==> config.mk <==
export PLATFORM = sky130hd
export DESIGN_NAME = acs_top
export DESIGN_NICKNAME = d
export VERILOG_FILES = /design/src/rtl/acs_pkg.sv /design/src/rtl/acs_clk_div.sv /design/src/rtl/acs_sar.sv /design/src/rtl/acs_top.sv
export SDC_FILE = /design/constraint.sdc
export NUM_CORES = 1
export LEC_CHECK = 0
export ABC_AREA = 1
export BUFFER_PORTS_ARGS = -buffer_cell sky130_fd_sc_hd__buf_2
export CORE_ASPECT_RATIO = 1.5
export CORE_MARGIN = 1
export CORE_UTILIZATION = 48
export CTS_CLUSTER_DIAMETER = 50
export CTS_CLUSTER_SIZE = 28
export DETAILED_ROUTE_END_ITERATION = 6
export PLACE_DENSITY_LB_ADDON = 0.25
export SLEW_MARGIN = 15
export SYNTH_ARGS = -nofsm -noshare
export SYNTH_HDL_FRONTEND = slang
export SYNTH_SLANG_ARGS = --single-unit
export TNS_END_PERCENT = 20
==> constraint.sdc <==
create_clock -name ref_clk -period 1.48 [get_ports ref_clk]
set_clock_uncertainty 0.15 [all_clocks]
set_input_delay 0.296 -clock ref_clk [delete_from_list [all_inputs] [get_ports ref_clk]]
set_output_delay 0.296 -clock ref_clk [all_outputs]
set_load 0.1 [all_outputs]
==> src/rtl/acs_pkg.sv <==
// Purpose: shared constants and types for the conversion sequencer
// Assumes: 32-bit classic Wishbone, byte addresses, one register per word
// Notes:   fields of every register sit in the low byte
package acs_pkg;

  // Register byte offsets
  localparam logic [7:0] OFS_SCR = 8'h00;
  localparam logic [7:0] OFS_CLK = 8'h04;
  localparam logic [7:0] OFS_RH  = 8'h08;
  localparam logic [7:0] OFS_RL  = 8'h0C;

  // conv_status_control_reg fields
  localparam int unsigned SCR_CH_LSB   = 0;
  localparam int unsigned SCR_CH_MSB   = 4;
  localparam int unsigned SCR_CONT_BIT = 5;
  localparam int unsigned SCR_CONV_INTERRUPT_ENABLE_BIT = 6;
  localparam logic [4:0]  CH_OFF       = 5'h1F;

  // conv_clock_config_reg fields
  localparam int unsigned CLK_DIV_LSB   = 0;
  localparam int unsigned CLK_DIV_MSB   = 1;
  localparam int unsigned CLK_RES10_BIT = 2;
  localparam int unsigned CLK_HWTRG_BIT = 3;
  localparam int unsigned CLK_ACLK_BIT  = 4;

  // Timing, conversion and interrupt constants
  localparam logic [2:0]  SAMPLE_LAST = 3'h3;
  localparam logic [2:0]  SETTLE_LAST = 3'h2;
  localparam logic [3:0]  TOP_BIT10   = 4'h9;
  localparam logic [3:0]  TOP_BIT8    = 4'h7;
  localparam logic [15:0] VEC_ADDR    = 16'hFFDE;
  localparam logic [4:0]  IRQ_SLOT    = 5'h0F;

  typedef enum logic [1:0] {ACS_IDLE, ACS_SAMPLE, ACS_TRIAL} acs_sar_state_t;
  typedef enum logic [2:0] {ACS_R_SCR, ACS_R_CLK, ACS_R_RH, ACS_R_RL, ACS_R_NONE} acs_reg_t;

  typedef struct packed {
    acs_sar_state_t state;
    logic [2:0]     cnt;
    logic [3:0]     bit_ix;
    logic [9:0]     code;
    logic [9:0]     result;
    logic           res10;
    logic           done;
    logic           busy;
    logic           sample;
  } acs_sar_t;

  typedef struct packed {
    logic [2:0] cnt;
    logic       tick;
  } acs_div_t;

  function automatic acs_reg_t acs_decode(input logic [7:0] adr);
    unique case (adr)
      OFS_SCR: acs_decode = ACS_R_SCR;
      OFS_CLK: acs_decode = ACS_R_CLK;
      OFS_RH:  acs_decode = ACS_R_RH;
      OFS_RL:  acs_decode = ACS_R_RL;
      default: acs_decode = ACS_R_NONE;
    endcase
  endfunction : acs_decode

  function automatic logic [2:0] acs_div_limit(input logic [1:0] sel);
    acs_div_limit = 3'((4'h1 << sel) - 4'h1);
  endfunction : acs_div_limit

endpackage : acs_pkg

==> src/rtl/acs_clk_div.sv <==
// Purpose: converter clock divider, one tick per divided period
// Assumes: clr restarts the period
// Notes:   divide by 1, 2, 4 or 8
`timescale 1ns/1ps
module acs_clk_div (
  input  wire logic       ref_clk,
  input  wire logic       nrst,
  input  wire logic       clr,
  input  wire logic [1:0] div_sel,
  output logic            tick
);
  import acs_pkg::*;

  acs_div_t st_q;
  acs_div_t st_d;

  always_comb begin
    st_d = st_q;
    st_d.tick = !clr && (st_q.cnt == acs_div_limit(div_sel));
    st_d.cnt  = (clr || st_d.tick) ? 3'h0 : 3'(st_q.cnt + 3'h1);
  end

  always_ff @(posedge ref_clk or negedge nrst) begin
    if (!nrst) begin
      st_q <= '0;
    end else begin
      st_q <= st_d;
    end
  end

  assign tick = st_q.tick;
endmodule : acs_clk_div

==> src/rtl/acs_sar.sv <==
// Purpose: successive approximation bit sequencer
// Assumes: cmp is synchronised, high when input is above the trial level
// Notes:   start wins over abort; 8-bit result is right justified
`timescale 1ns/1ps
module acs_sar (
  input  wire logic       ref_clk,
  input  wire logic       nrst,
  input  wire logic       tick,
  input  wire logic       start,
  input  wire logic       abort,
  input  wire logic       res10,
  input  wire logic       cmp,
  output logic            busy,
  output logic            done,
  output logic            sample,
  output logic [9:0]      result,
  output logic [9:0]      dac_code
);
  import acs_pkg::*;

  acs_sar_t   st_q;
  acs_sar_t   st_d;
  logic [3:0] nxt;

  always_comb begin
    st_d = st_q;
    st_d.done = 1'b0;
    nxt = 4'(st_q.bit_ix - 4'h1);
    if (start) begin
      st_d.state = ACS_SAMPLE;
      st_d.cnt   = 3'h0;
      st_d.code  = '0;
      st_d.res10 = res10;
    end else if (abort) begin
      st_d.state = ACS_IDLE;
      st_d.code  = '0;
    end else begin
      unique case (st_q.state)
        ACS_IDLE: begin
        end
        ACS_SAMPLE: if (tick) begin
          if (st_q.cnt == SAMPLE_LAST) begin
            st_d.state  = ACS_TRIAL;
            st_d.cnt    = 3'h0;
            st_d.bit_ix = st_q.res10 ? TOP_BIT10 : TOP_BIT8;
            st_d.code[st_d.bit_ix] = 1'b1;
          end else begin
            st_d.cnt = 3'(st_q.cnt + 3'h1);
          end
        end
        ACS_TRIAL: begin
          // Comparator sync lags each code change by two cycles
          if (st_q.cnt != SETTLE_LAST) begin
            st_d.cnt = 3'(st_q.cnt + 3'h1);
          end
          if (tick && st_q.cnt == SETTLE_LAST) begin
            st_d.code[st_q.bit_ix] = cmp;
            if (st_q.bit_ix == 4'h0) begin
              st_d.state  = ACS_IDLE;
              st_d.done   = 1'b1;
              st_d.result = st_d.code;
            end else begin
              st_d.bit_ix    = nxt;
              st_d.code[nxt] = 1'b1;
              st_d.cnt       = 3'h0;
            end
          end
        end
      endcase
    end
    st_d.busy   = st_d.state != ACS_IDLE;
    st_d.sample = st_d.state == ACS_SAMPLE;
  end

  always_ff @(posedge ref_clk or negedge nrst) begin
    if (!nrst) begin
      st_q <= '0;
    end else begin
      st_q <= st_d;
    end
  end

  assign busy     = st_q.busy;
  assign done     = st_q.done;
  assign sample   = st_q.sample;
  assign result   = st_q.result;
  assign dac_code = st_q.code;
endmodule : acs_sar

==> src/rtl/acs_top.sv <==
// Purpose: conversion sequencer with Wishbone register slave
// Assumes: stop_mode and the bus are on ref_clk; trigger and comparator are async
// Notes:   registers at 0x00, 0x04, 0x08, 0x0C; others read zero
//
// Design decisions made here: the register offsets and the Wishbone slave port.
`timescale 1ns/1ps

module acs_top (
  input  wire logic        ref_clk,
  input  wire logic        nrst,
  input  wire logic        wb_cyc,
  input  wire logic        wb_stb,
  input  wire logic        wb_we,
  input  wire logic [7:0]  wb_adr,
  input  wire logic [3:0]  wb_sel,
  input  wire logic [31:0] wb_dat_wr,
  output logic      [31:0] wb_dat_rd,
  output logic             wb_ack,
  input  wire logic        hw_trigger,
  input  wire logic        cmp_in,
  input  wire logic        stop_mode,
  output logic      [4:0]  chan_sel,
  output logic             sample,
  output logic      [9:0]  dac_code,
  output logic             conv_busy,
  output logic             conv_irq,
  output logic      [15:0] irq_vector,
  output logic      [4:0]  irq_slot
);
  import acs_pkg::*;

  typedef struct packed {
    logic        trig_s1;
    logic        trig_s2;
    logic        trig_prev;
    logic        cmp_s1;
    logic        cmp_s2;
    logic        stop_prev;
    logic        ack;
    logic [31:0] rdat;
    logic [4:0]  ch;
    logic        cont;
    logic        conv_interrupt_enable;
    logic        conversion_complete_flag;
    logic [1:0]  div;
    logic        res10;
    logic        hwtrig;
    logic        aclk;
    logic [1:0]  rh;
    logic [7:0]  rl;
    logic        hi_pend;
    logic        irq;
    logic        start;
    logic        abort;
    logic [15:0] vec;
    logic [4:0]  slot;
  } acs_top_t;

  acs_top_t   st_q;
  acs_top_t   st_d;
  acs_reg_t   rsel;
  logic       wr;
  logic       rd;
  logic       wr_scr;
  logic       wr_clk;
  logic       trig_edge;
  logic       stop_entry;
  logic       accept;
  logic       blocked;
  logic       div_tick;
  logic       sar_busy;
  logic       sar_done;
  logic       sar_sample;
  logic [9:0] sar_result;
  logic [9:0] sar_code;

  acs_clk_div u_div (
    .ref_clk (ref_clk),
    .nrst    (nrst),
    .clr     (st_q.start || st_q.abort),
    .div_sel (st_q.div),
    .tick    (div_tick)
  );

  acs_sar u_sar (
    .ref_clk  (ref_clk),
    .nrst     (nrst),
    .tick     (div_tick),
    .start    (st_q.start),
    .abort    (st_q.abort),
    .res10    (st_q.res10),
    .cmp      (st_q.cmp_s2),
    .busy     (sar_busy),
    .done     (sar_done),
    .sample   (sar_sample),
    .result   (sar_result),
    .dac_code (sar_code)
  );

  always_comb begin
    st_d = st_q;
    st_d.trig_s1   = hw_trigger;
    st_d.trig_s2   = st_q.trig_s1;
    st_d.trig_prev = st_q.trig_s2;
    st_d.cmp_s1    = cmp_in;
    st_d.cmp_s2    = st_q.cmp_s1;
    st_d.stop_prev = stop_mode;
    st_d.ack       = wb_cyc && wb_stb && !st_q.ack;
    st_d.start     = 1'b0;
    st_d.abort     = 1'b0;
    st_d.vec       = VEC_ADDR;
    st_d.slot      = IRQ_SLOT;

    rsel       = acs_decode(wb_adr);
    wr         = st_d.ack && wb_we && wb_sel[0];
    rd         = st_d.ack && !wb_we;
    wr_scr     = wr && rsel == ACS_R_SCR;
    wr_clk     = wr && rsel == ACS_R_CLK;
    trig_edge  = st_q.trig_s2 && !st_q.trig_prev;
    stop_entry = stop_mode && !st_q.stop_prev && !st_q.aclk;
    accept     = sar_done && !st_q.start && !st_q.abort;
    blocked    = accept && st_q.res10 && st_q.hi_pend;

    // Read data and read side effects
    st_d.rdat = 32'h0;
    if (rd) begin
      unique case (rsel)
        ACS_R_SCR:  st_d.rdat = {24'h0, st_q.conversion_complete_flag, st_q.conv_interrupt_enable, st_q.cont, st_q.ch};
        ACS_R_CLK:  st_d.rdat = {27'h0, st_q.aclk, st_q.hwtrig, st_q.res10, st_q.div};
        ACS_R_RH:   st_d.rdat = {30'h0, st_q.rh};
        ACS_R_RL:   st_d.rdat = {24'h0, st_q.rl};
        ACS_R_NONE: st_d.rdat = 32'h0;
      endcase
      if (rsel == ACS_R_RH && st_q.res10) begin
        st_d.hi_pend = 1'b1;
      end
      if (rsel == ACS_R_RL) begin
        st_d.hi_pend = 1'b0;
        st_d.conversion_complete_flag    = 1'b0;
      end
    end

    // Hardware trigger
    if (trig_edge && st_q.hwtrig && !sar_busy && st_q.ch != CH_OFF && !stop_mode) begin
      st_d.start = 1'b1;
    end

    // Finished conversion
    if (accept) begin
      if (blocked) begin
        st_d.start = 1'b1;
      end else begin
        st_d.rh    = st_q.res10 ? sar_result[9:8] : 2'h0;
        st_d.rl    = sar_result[7:0];
        st_d.conversion_complete_flag  = 1'b1;
        st_d.start = st_d.start || st_q.cont;
      end
    end

    // Clock configuration write
    if (wr_clk) begin
      st_d.div    = wb_dat_wr[CLK_DIV_MSB:CLK_DIV_LSB];
      st_d.res10  = wb_dat_wr[CLK_RES10_BIT];
      st_d.hwtrig = wb_dat_wr[CLK_HWTRG_BIT];
      st_d.aclk   = wb_dat_wr[CLK_ACLK_BIT];
      st_d.abort  = 1'b1;
      st_d.start  = 1'b0;
    end

    if (stop_entry) begin
      st_d.abort = 1'b1;
      st_d.start = 1'b0;
    end

    // Status and control write
    if (wr_scr) begin
      st_d.ch    = wb_dat_wr[SCR_CH_MSB:SCR_CH_LSB];
      st_d.cont  = wb_dat_wr[SCR_CONT_BIT];
      st_d.conv_interrupt_enable  = wb_dat_wr[SCR_CONV_INTERRUPT_ENABLE_BIT];
      st_d.conversion_complete_flag  = accept && !blocked;
      st_d.abort = 1'b1;
      st_d.start = (st_d.ch != CH_OFF) && !st_q.hwtrig;
    end

    st_d.irq = st_d.conversion_complete_flag && st_d.conv_interrupt_enable;
  end

  always_ff @(posedge ref_clk or negedge nrst) begin
    if (!nrst) begin
      st_q    <= '0;
      st_q.ch <= CH_OFF;
    end else begin
      st_q <= st_d;
    end
  end

  assign wb_dat_rd  = st_q.rdat;
  assign wb_ack     = st_q.ack;
  assign chan_sel   = st_q.ch;
  assign sample     = sar_sample;
  assign dac_code   = sar_code;
  assign conv_busy  = sar_busy;
  assign conv_irq   = st_q.irq;
  assign irq_vector = st_q.vec;
  assign irq_slot   = st_q.slot;
endmodule : acs_top

* Yosys cells after proc, flatten, opt, wreduce, memory -nomap -nowiden
Index checks and enable logic that the tools add are counted.
** Word-level totals
- Input port bits :: 52
- Register bits after elaboration :: 105
** Cells by class
- $lt $le $gt $ge :: 6
- Bitwise gates (word level) :: 5
- Muxes and demuxes :: 48
- Reduce and logical (&&, ||, !) cells :: 56
- Eq/ne operators :: 25
- Add/sub/neg operators :: 4
- Shift-type cells :: 1
** Operators by type and width (count)
- $pmux W32 S5 :: 1
- $pmux W19 S2 :: 1
- $mux W32 :: 1
- $mux W10 :: 3
- $mux W29 :: 1
- $logic_and A1 B1 Y1 :: 27
- $or A10 B10 Y10 :: 2
- $mux W19 :: 1
- $mux W1 :: 17
- $mux W17 :: 1
- $eq A8 B4 Y1 const B :: 2
- $mux W2 :: 8
- $lt A4 B5 Y1 const B :: 3
- $mux W3 :: 5
- $mux W14 :: 1
- $demux W1 S4 :: 3
- $eq A3 B2 Y1 const B :: 4
- $ge A4 B1 Y1 const B :: 3
- $logic_not A1 Y1 :: 12
- $pmux W3 S4 :: 1
- $bwmux W10 :: 1
- $ne A5 B5 Y1 const B :: 2
- $eq A8 B3 Y1 const B :: 1
- $logic_not A8 Y1 :: 1
- other kinds (30) :: 43

* Logic depth before layout (Yosys ltp)
- Depth in word-level cells :: 13
- Gate-level depth with buffers :: 10

* By module
Synthesis repeated with hierarchy kept, for this count alone.
** Unflattened totals
- Cells, all modules :: 585
- Area, all modules :: 4675.7 um2
** Modules (own cells, without submodules)
- acs_top :: cells an instance 284, area an instance 2393.5 um2, instances 1, seq. area each 1082.3 um2
- acs_sar :: cells an instance 275, area an instance 2069.5 um2, instances 1, seq. area each 825.8 um2
- acs_clk_div :: cells an instance 26, area an instance 212.7 um2, instances 1, seq. area each 100.1 um2

* Worst setup path before layout
No wires, ideal clock.
- Path kind :: flip-flop to flip-flop
- From :: register st_q (netlist bit wb_ack)
- To :: register st_q (netlist bit conv_irq)
- Setup slack :: -0.357 ns
- Cell stages (with the launch flop) :: 8
- Period minus slack after synthesis :: 1.837 ns
- Setup time :: 0.122 ns
- Buffers on the path :: 1
- Required time :: 1.208 ns
- Arrival time :: 1.564 ns
- Cells stage by stage :: dfrtp_1 > nor2_2 > inv_2 > nor2_4 > nand2_2 > buf_6 > nand3_1 > a21oi_1
** RTL lines
- start: declaration :: RTL line acs_top.sv:59 : acs_top_t st_q;
- start signal: assignment :: RTL line acs_top.sv:193 : st_q <= st_d;

==> results.ini <==
[pwr]
share_comb_of_total_power = 0.374
peakVddDrop_mv = 0.944
p_int_w = 0.00522
clkPwrFrac = 0.318
cellPowerDensity_mw_per_mm2 = 1310
p_seq_frac = 0.308
power.leakage_nw = 3.15
swShare = 0.372
p_sw_w = 0.00309

[final_layout]
register_area_mm2 = 0.00202
antennaDiodeCount = 0
multi_input_area_mm2 = 0.00200
flow.area_growth_from_synthesis_pct = 43.9
final_area_mm2 = 0.00636
layout_common_cells = 137 x nand2_1, 71 x dfrtp_1, 53 x inv_1
nFillCells = 619
fin_nets = 712
layout-drive-gt1-share = 0.353
layout_commonest_cell = nand2_1

[die]
ioPinCount = 124
dieWidth_um = 80.4
core_mm2 = 0.00888
rows = 42
die_height_um = 120
die_area_mm2 = 0.00961
start_util = 0.498

[placement]
place_congestion = 0.918
io_buffers = 68
place.detailed.hpwl_mm = 7.41
placed_area_mm2 = 0.00556

[drt]
drc = 0
antenna_left = 0
viasPerCell = 4.99
routed_wl_mm = 11.0
initialDrtViolationCount = 194
via_count = 3831
wl_per_cell_um = 14.4
drtPass1Iterations = 4

[logic_synthesis]
synth_xor_area_frac = 0.00396
synth_area_mm2 = 0.00442
synth-seq-area-share = 0.454
ys_seq_elements = 80
synthMuxAreaShare = 0
postSynthCellCount = 557
yosys.area_share.adder = 0.0198
synth.distinct_cells = 33
yosysWarnings = 0
synth_compound_area_frac = 0.0922
avgSynthCellArea_um2 = 7.94
synth_top_family_by_area = simple AND/OR/NAND/NOR gates
yosys.area_share.simple = 0.243

[timing]
setup_violations = 55
fmax_mhz = 587
hold_viol = 0
fin_crit_sh = 1.15
setup_ws_ns = -0.225
finalSetupTns_ns = -7.25
finalCriticalPeriod_ns = 1.70
final_max_slew_viol_count = 0
grt_setup_unrepaired = yes

[cts]
cts.path.max_buffers = 2
numCtsBuffers = 9
clock_latency_ns = 0.34
clock_sinks = 80
cts_max_level = 3
cts_tree = yes
clk_pin_slew_ns = 0.06
cts_root_buf = clkbuf_16

[setup_path]
crit_fanout = 4
arrival_ns = 1.77
crit_type = flip-flop to flip-flop
crit_chain = buf_4 -> ha_4 -> nand2_2 -> inv_1 -> nor2_4 -> nand3_2 -> a21oi_4 -> nand3_1
cp-end-kind = flip-flop
startpoint_type = flip-flop
crit_start = u_sar.st_q[31]
cp_slowest_cell = dfrtp_1
r2r_start = u_sar.st_q[31]
r2r_setup_slack_ns = -0.22
cp.required_ns = 1.55
max_stage_delay_ns = 0.40

[global_route]
grt_pass1_vias = 3686
grt_use_met3 = 0.0487
overflow = 0
antenna_found_initial = 0
grt_max_degree = 29
grt_first_pass_wirelength_mm = 16.7
grt_use_met1 = 0.240
busiest_layer = met2
grt_use_total = 0.229
use_met2 = 0.414

[job]
maxCapViolations = 0

[outcome]
violations = negative setup slack
status = complete, but fails checks

[worst_hold_path]
hp-class = primary input to flip-flop
min-delay-start = wb_dat_wr[4]

-- power groups by stage --
stage	logic, W	clock network [W]	registers [W]
3_5_place_dp	0.00247	0	0.00256
2_1_floorplan	0.00148	0	0.00273
5_1_grt	0.00326	0.00276	0.00258
4_1_cts	0.00281	0.00268	0.00255
6_report	0.00311	0.00264	0.00256
3_3_place_gp	0.00244	0	0.00256
-- through the flow --
| stage | instances | util | total power [W] | setup WS (ns) | hold slack (ns) |
|---|---|---|---|---|---|
| floorplan | 583 | - | 0.00421 | -0.0856 | -0.150 |
| global placement | 736 | 0.626 | 0.00499 | -0.210 | 0.0434 |
| detailed placement | 736 | 0.626 | 0.00503 | -0.262 | 0.0436 |
| CTS | 765 | 0.698 | 0.00803 | -0.169 | 0.0292 |
| global route | 768 | 0.717 | 0.00860 | -0.276 | 0.0545 |
| finish | 768 | 0.717 | 0.00831 | -0.225 | 0.0344 |
-- synth_stat cells --
| library cell | number | area share |
|---|---|---|
| a21oi_1 | 12 | 0.014 |
| a21oi_2 | 1 | 0.0020 |
| buf_2 | 1 | 0.0011 |
| buf_4 | 71 | 0.12 |
| buf_6 | 2 | 0.0051 |
| clkinv_1 | 1 | 0.00085 |
| conb_1 | 2 | 0.0017 |
| dfrtp_1 | 75 | 0.42 |
| dfstp_2 | 5 | 0.030 |
| ha_1 | 7 | 0.020 |
| inv_1 | 62 | 0.053 |
| inv_2 | 6 | 0.0051 |
| nand2_1 | 153 | 0.13 |
| nand2_2 | 4 | 0.0057 |
| nand3_1 | 26 | 0.029 |
| nand3_2 | 2 | 0.0045 |
| nand3b_1 | 1 | 0.0017 |
| nand4_1 | 2 | 0.0028 |
| nand4_2 | 1 | 0.0028 |
| nor2_1 | 41 | 0.035 |
| nor2_2 | 6 | 0.0085 |
| nor2_4 | 7 | 0.018 |
| nor3_1 | 2 | 0.0023 |
| nor3b_1 | 1 | 0.0017 |
| o211ai_1 | 6 | 0.010 |
| o21ai_0 | 44 | 0.050 |
| o21ai_1 | 9 | 0.010 |
| o21ai_2 | 1 | 0.0020 |
| o21bai_1 | 1 | 0.0017 |
| o22ai_1 | 2 | 0.0028 |
| or2_2 | 1 | 0.0014 |
| xnor2_1 | 1 | 0.0020 |
| xor2_1 | 1 | 0.0020 |
-- timing repair --
item | in CTS | in global routing
pin swaps | 21 | 15
hold endpoints to repair | 68 | 0
setup endpoints to repair | 65 | 75
hold buffers | 4 | 0
cloned | 1 | 0
setup buffers | 8 | 3
gates resized for setup | 57 | 42
-- cell families (layout without fill, tap and decap cells) --
group / after synthesis / in the layout
fa+ha+maj: 7 / 7
xor+xnor: 2 / 2
compound gates: 76 / 76
flops: 80 / 80
buf+inv: 143 / 217
other cells: 2 / 28
simple gates: 247 / 248
-- flip-flops by register name (all words and copies together), names as in the netlist --
| register | cells |
|---|---|
| u_sar.done | 1 |
| u_div.st_q | 3 |
| u_sar.sample | 1 |
| wb_dat_rd | 8 |
| u_sar.result | 10 |
| u_sar.dac_code | 10 |
| chan_sel | 5 |
| u_sar.busy | 1 |
| st_q | 24 |
| u_sar.st_q | 10 |
| wb_ack | 1 |
| irq_vector | 1 |
| st_d | 3 |
| u_div.tick | 1 |
| conv_irq | 1 |
-- per-layer routing --
metal	share of wire	wire, um
met3	0.048	532
met4	0.039	432
met5	0	0
met1	0.37	4040
met2	0.55	6030
-- final timing paths --
kind / to / cells after the start
worst max-delay path: u_sar.busy / 8
worst min-delay path: st_q[35] / 3
worst max register to register: u_sar.busy / 8
worst min register to register: st_q[82] / 0
max in group asynchronous: chan_sel[1] / 3
min in group asynchronous: wb_dat_rd[4] / 2
-- layout make-up --
type	instances	area share
clock buffers	12	0.0403
clock inverters	4	0.0155
inverters	69	0.0415
multi-input cells	361	0.314
flip-flops and latches	80	0.317
well taps	110	0.0216
repair buffers	132	0.250
-- critical path, delay by kind of cell, from the launching register on --
family / cells / cell delay [ns]
buffers and inverters: 2 / 0.23
AO/OA/AOI/OAI: 1 / 0.17
adder cells (fa/ha/maj): 1 / 0.17
flip-flops: 1 / 0.40
AND/OR/NAND/NOR: 4 / 0.44
(Power assumes the default switching activity.)
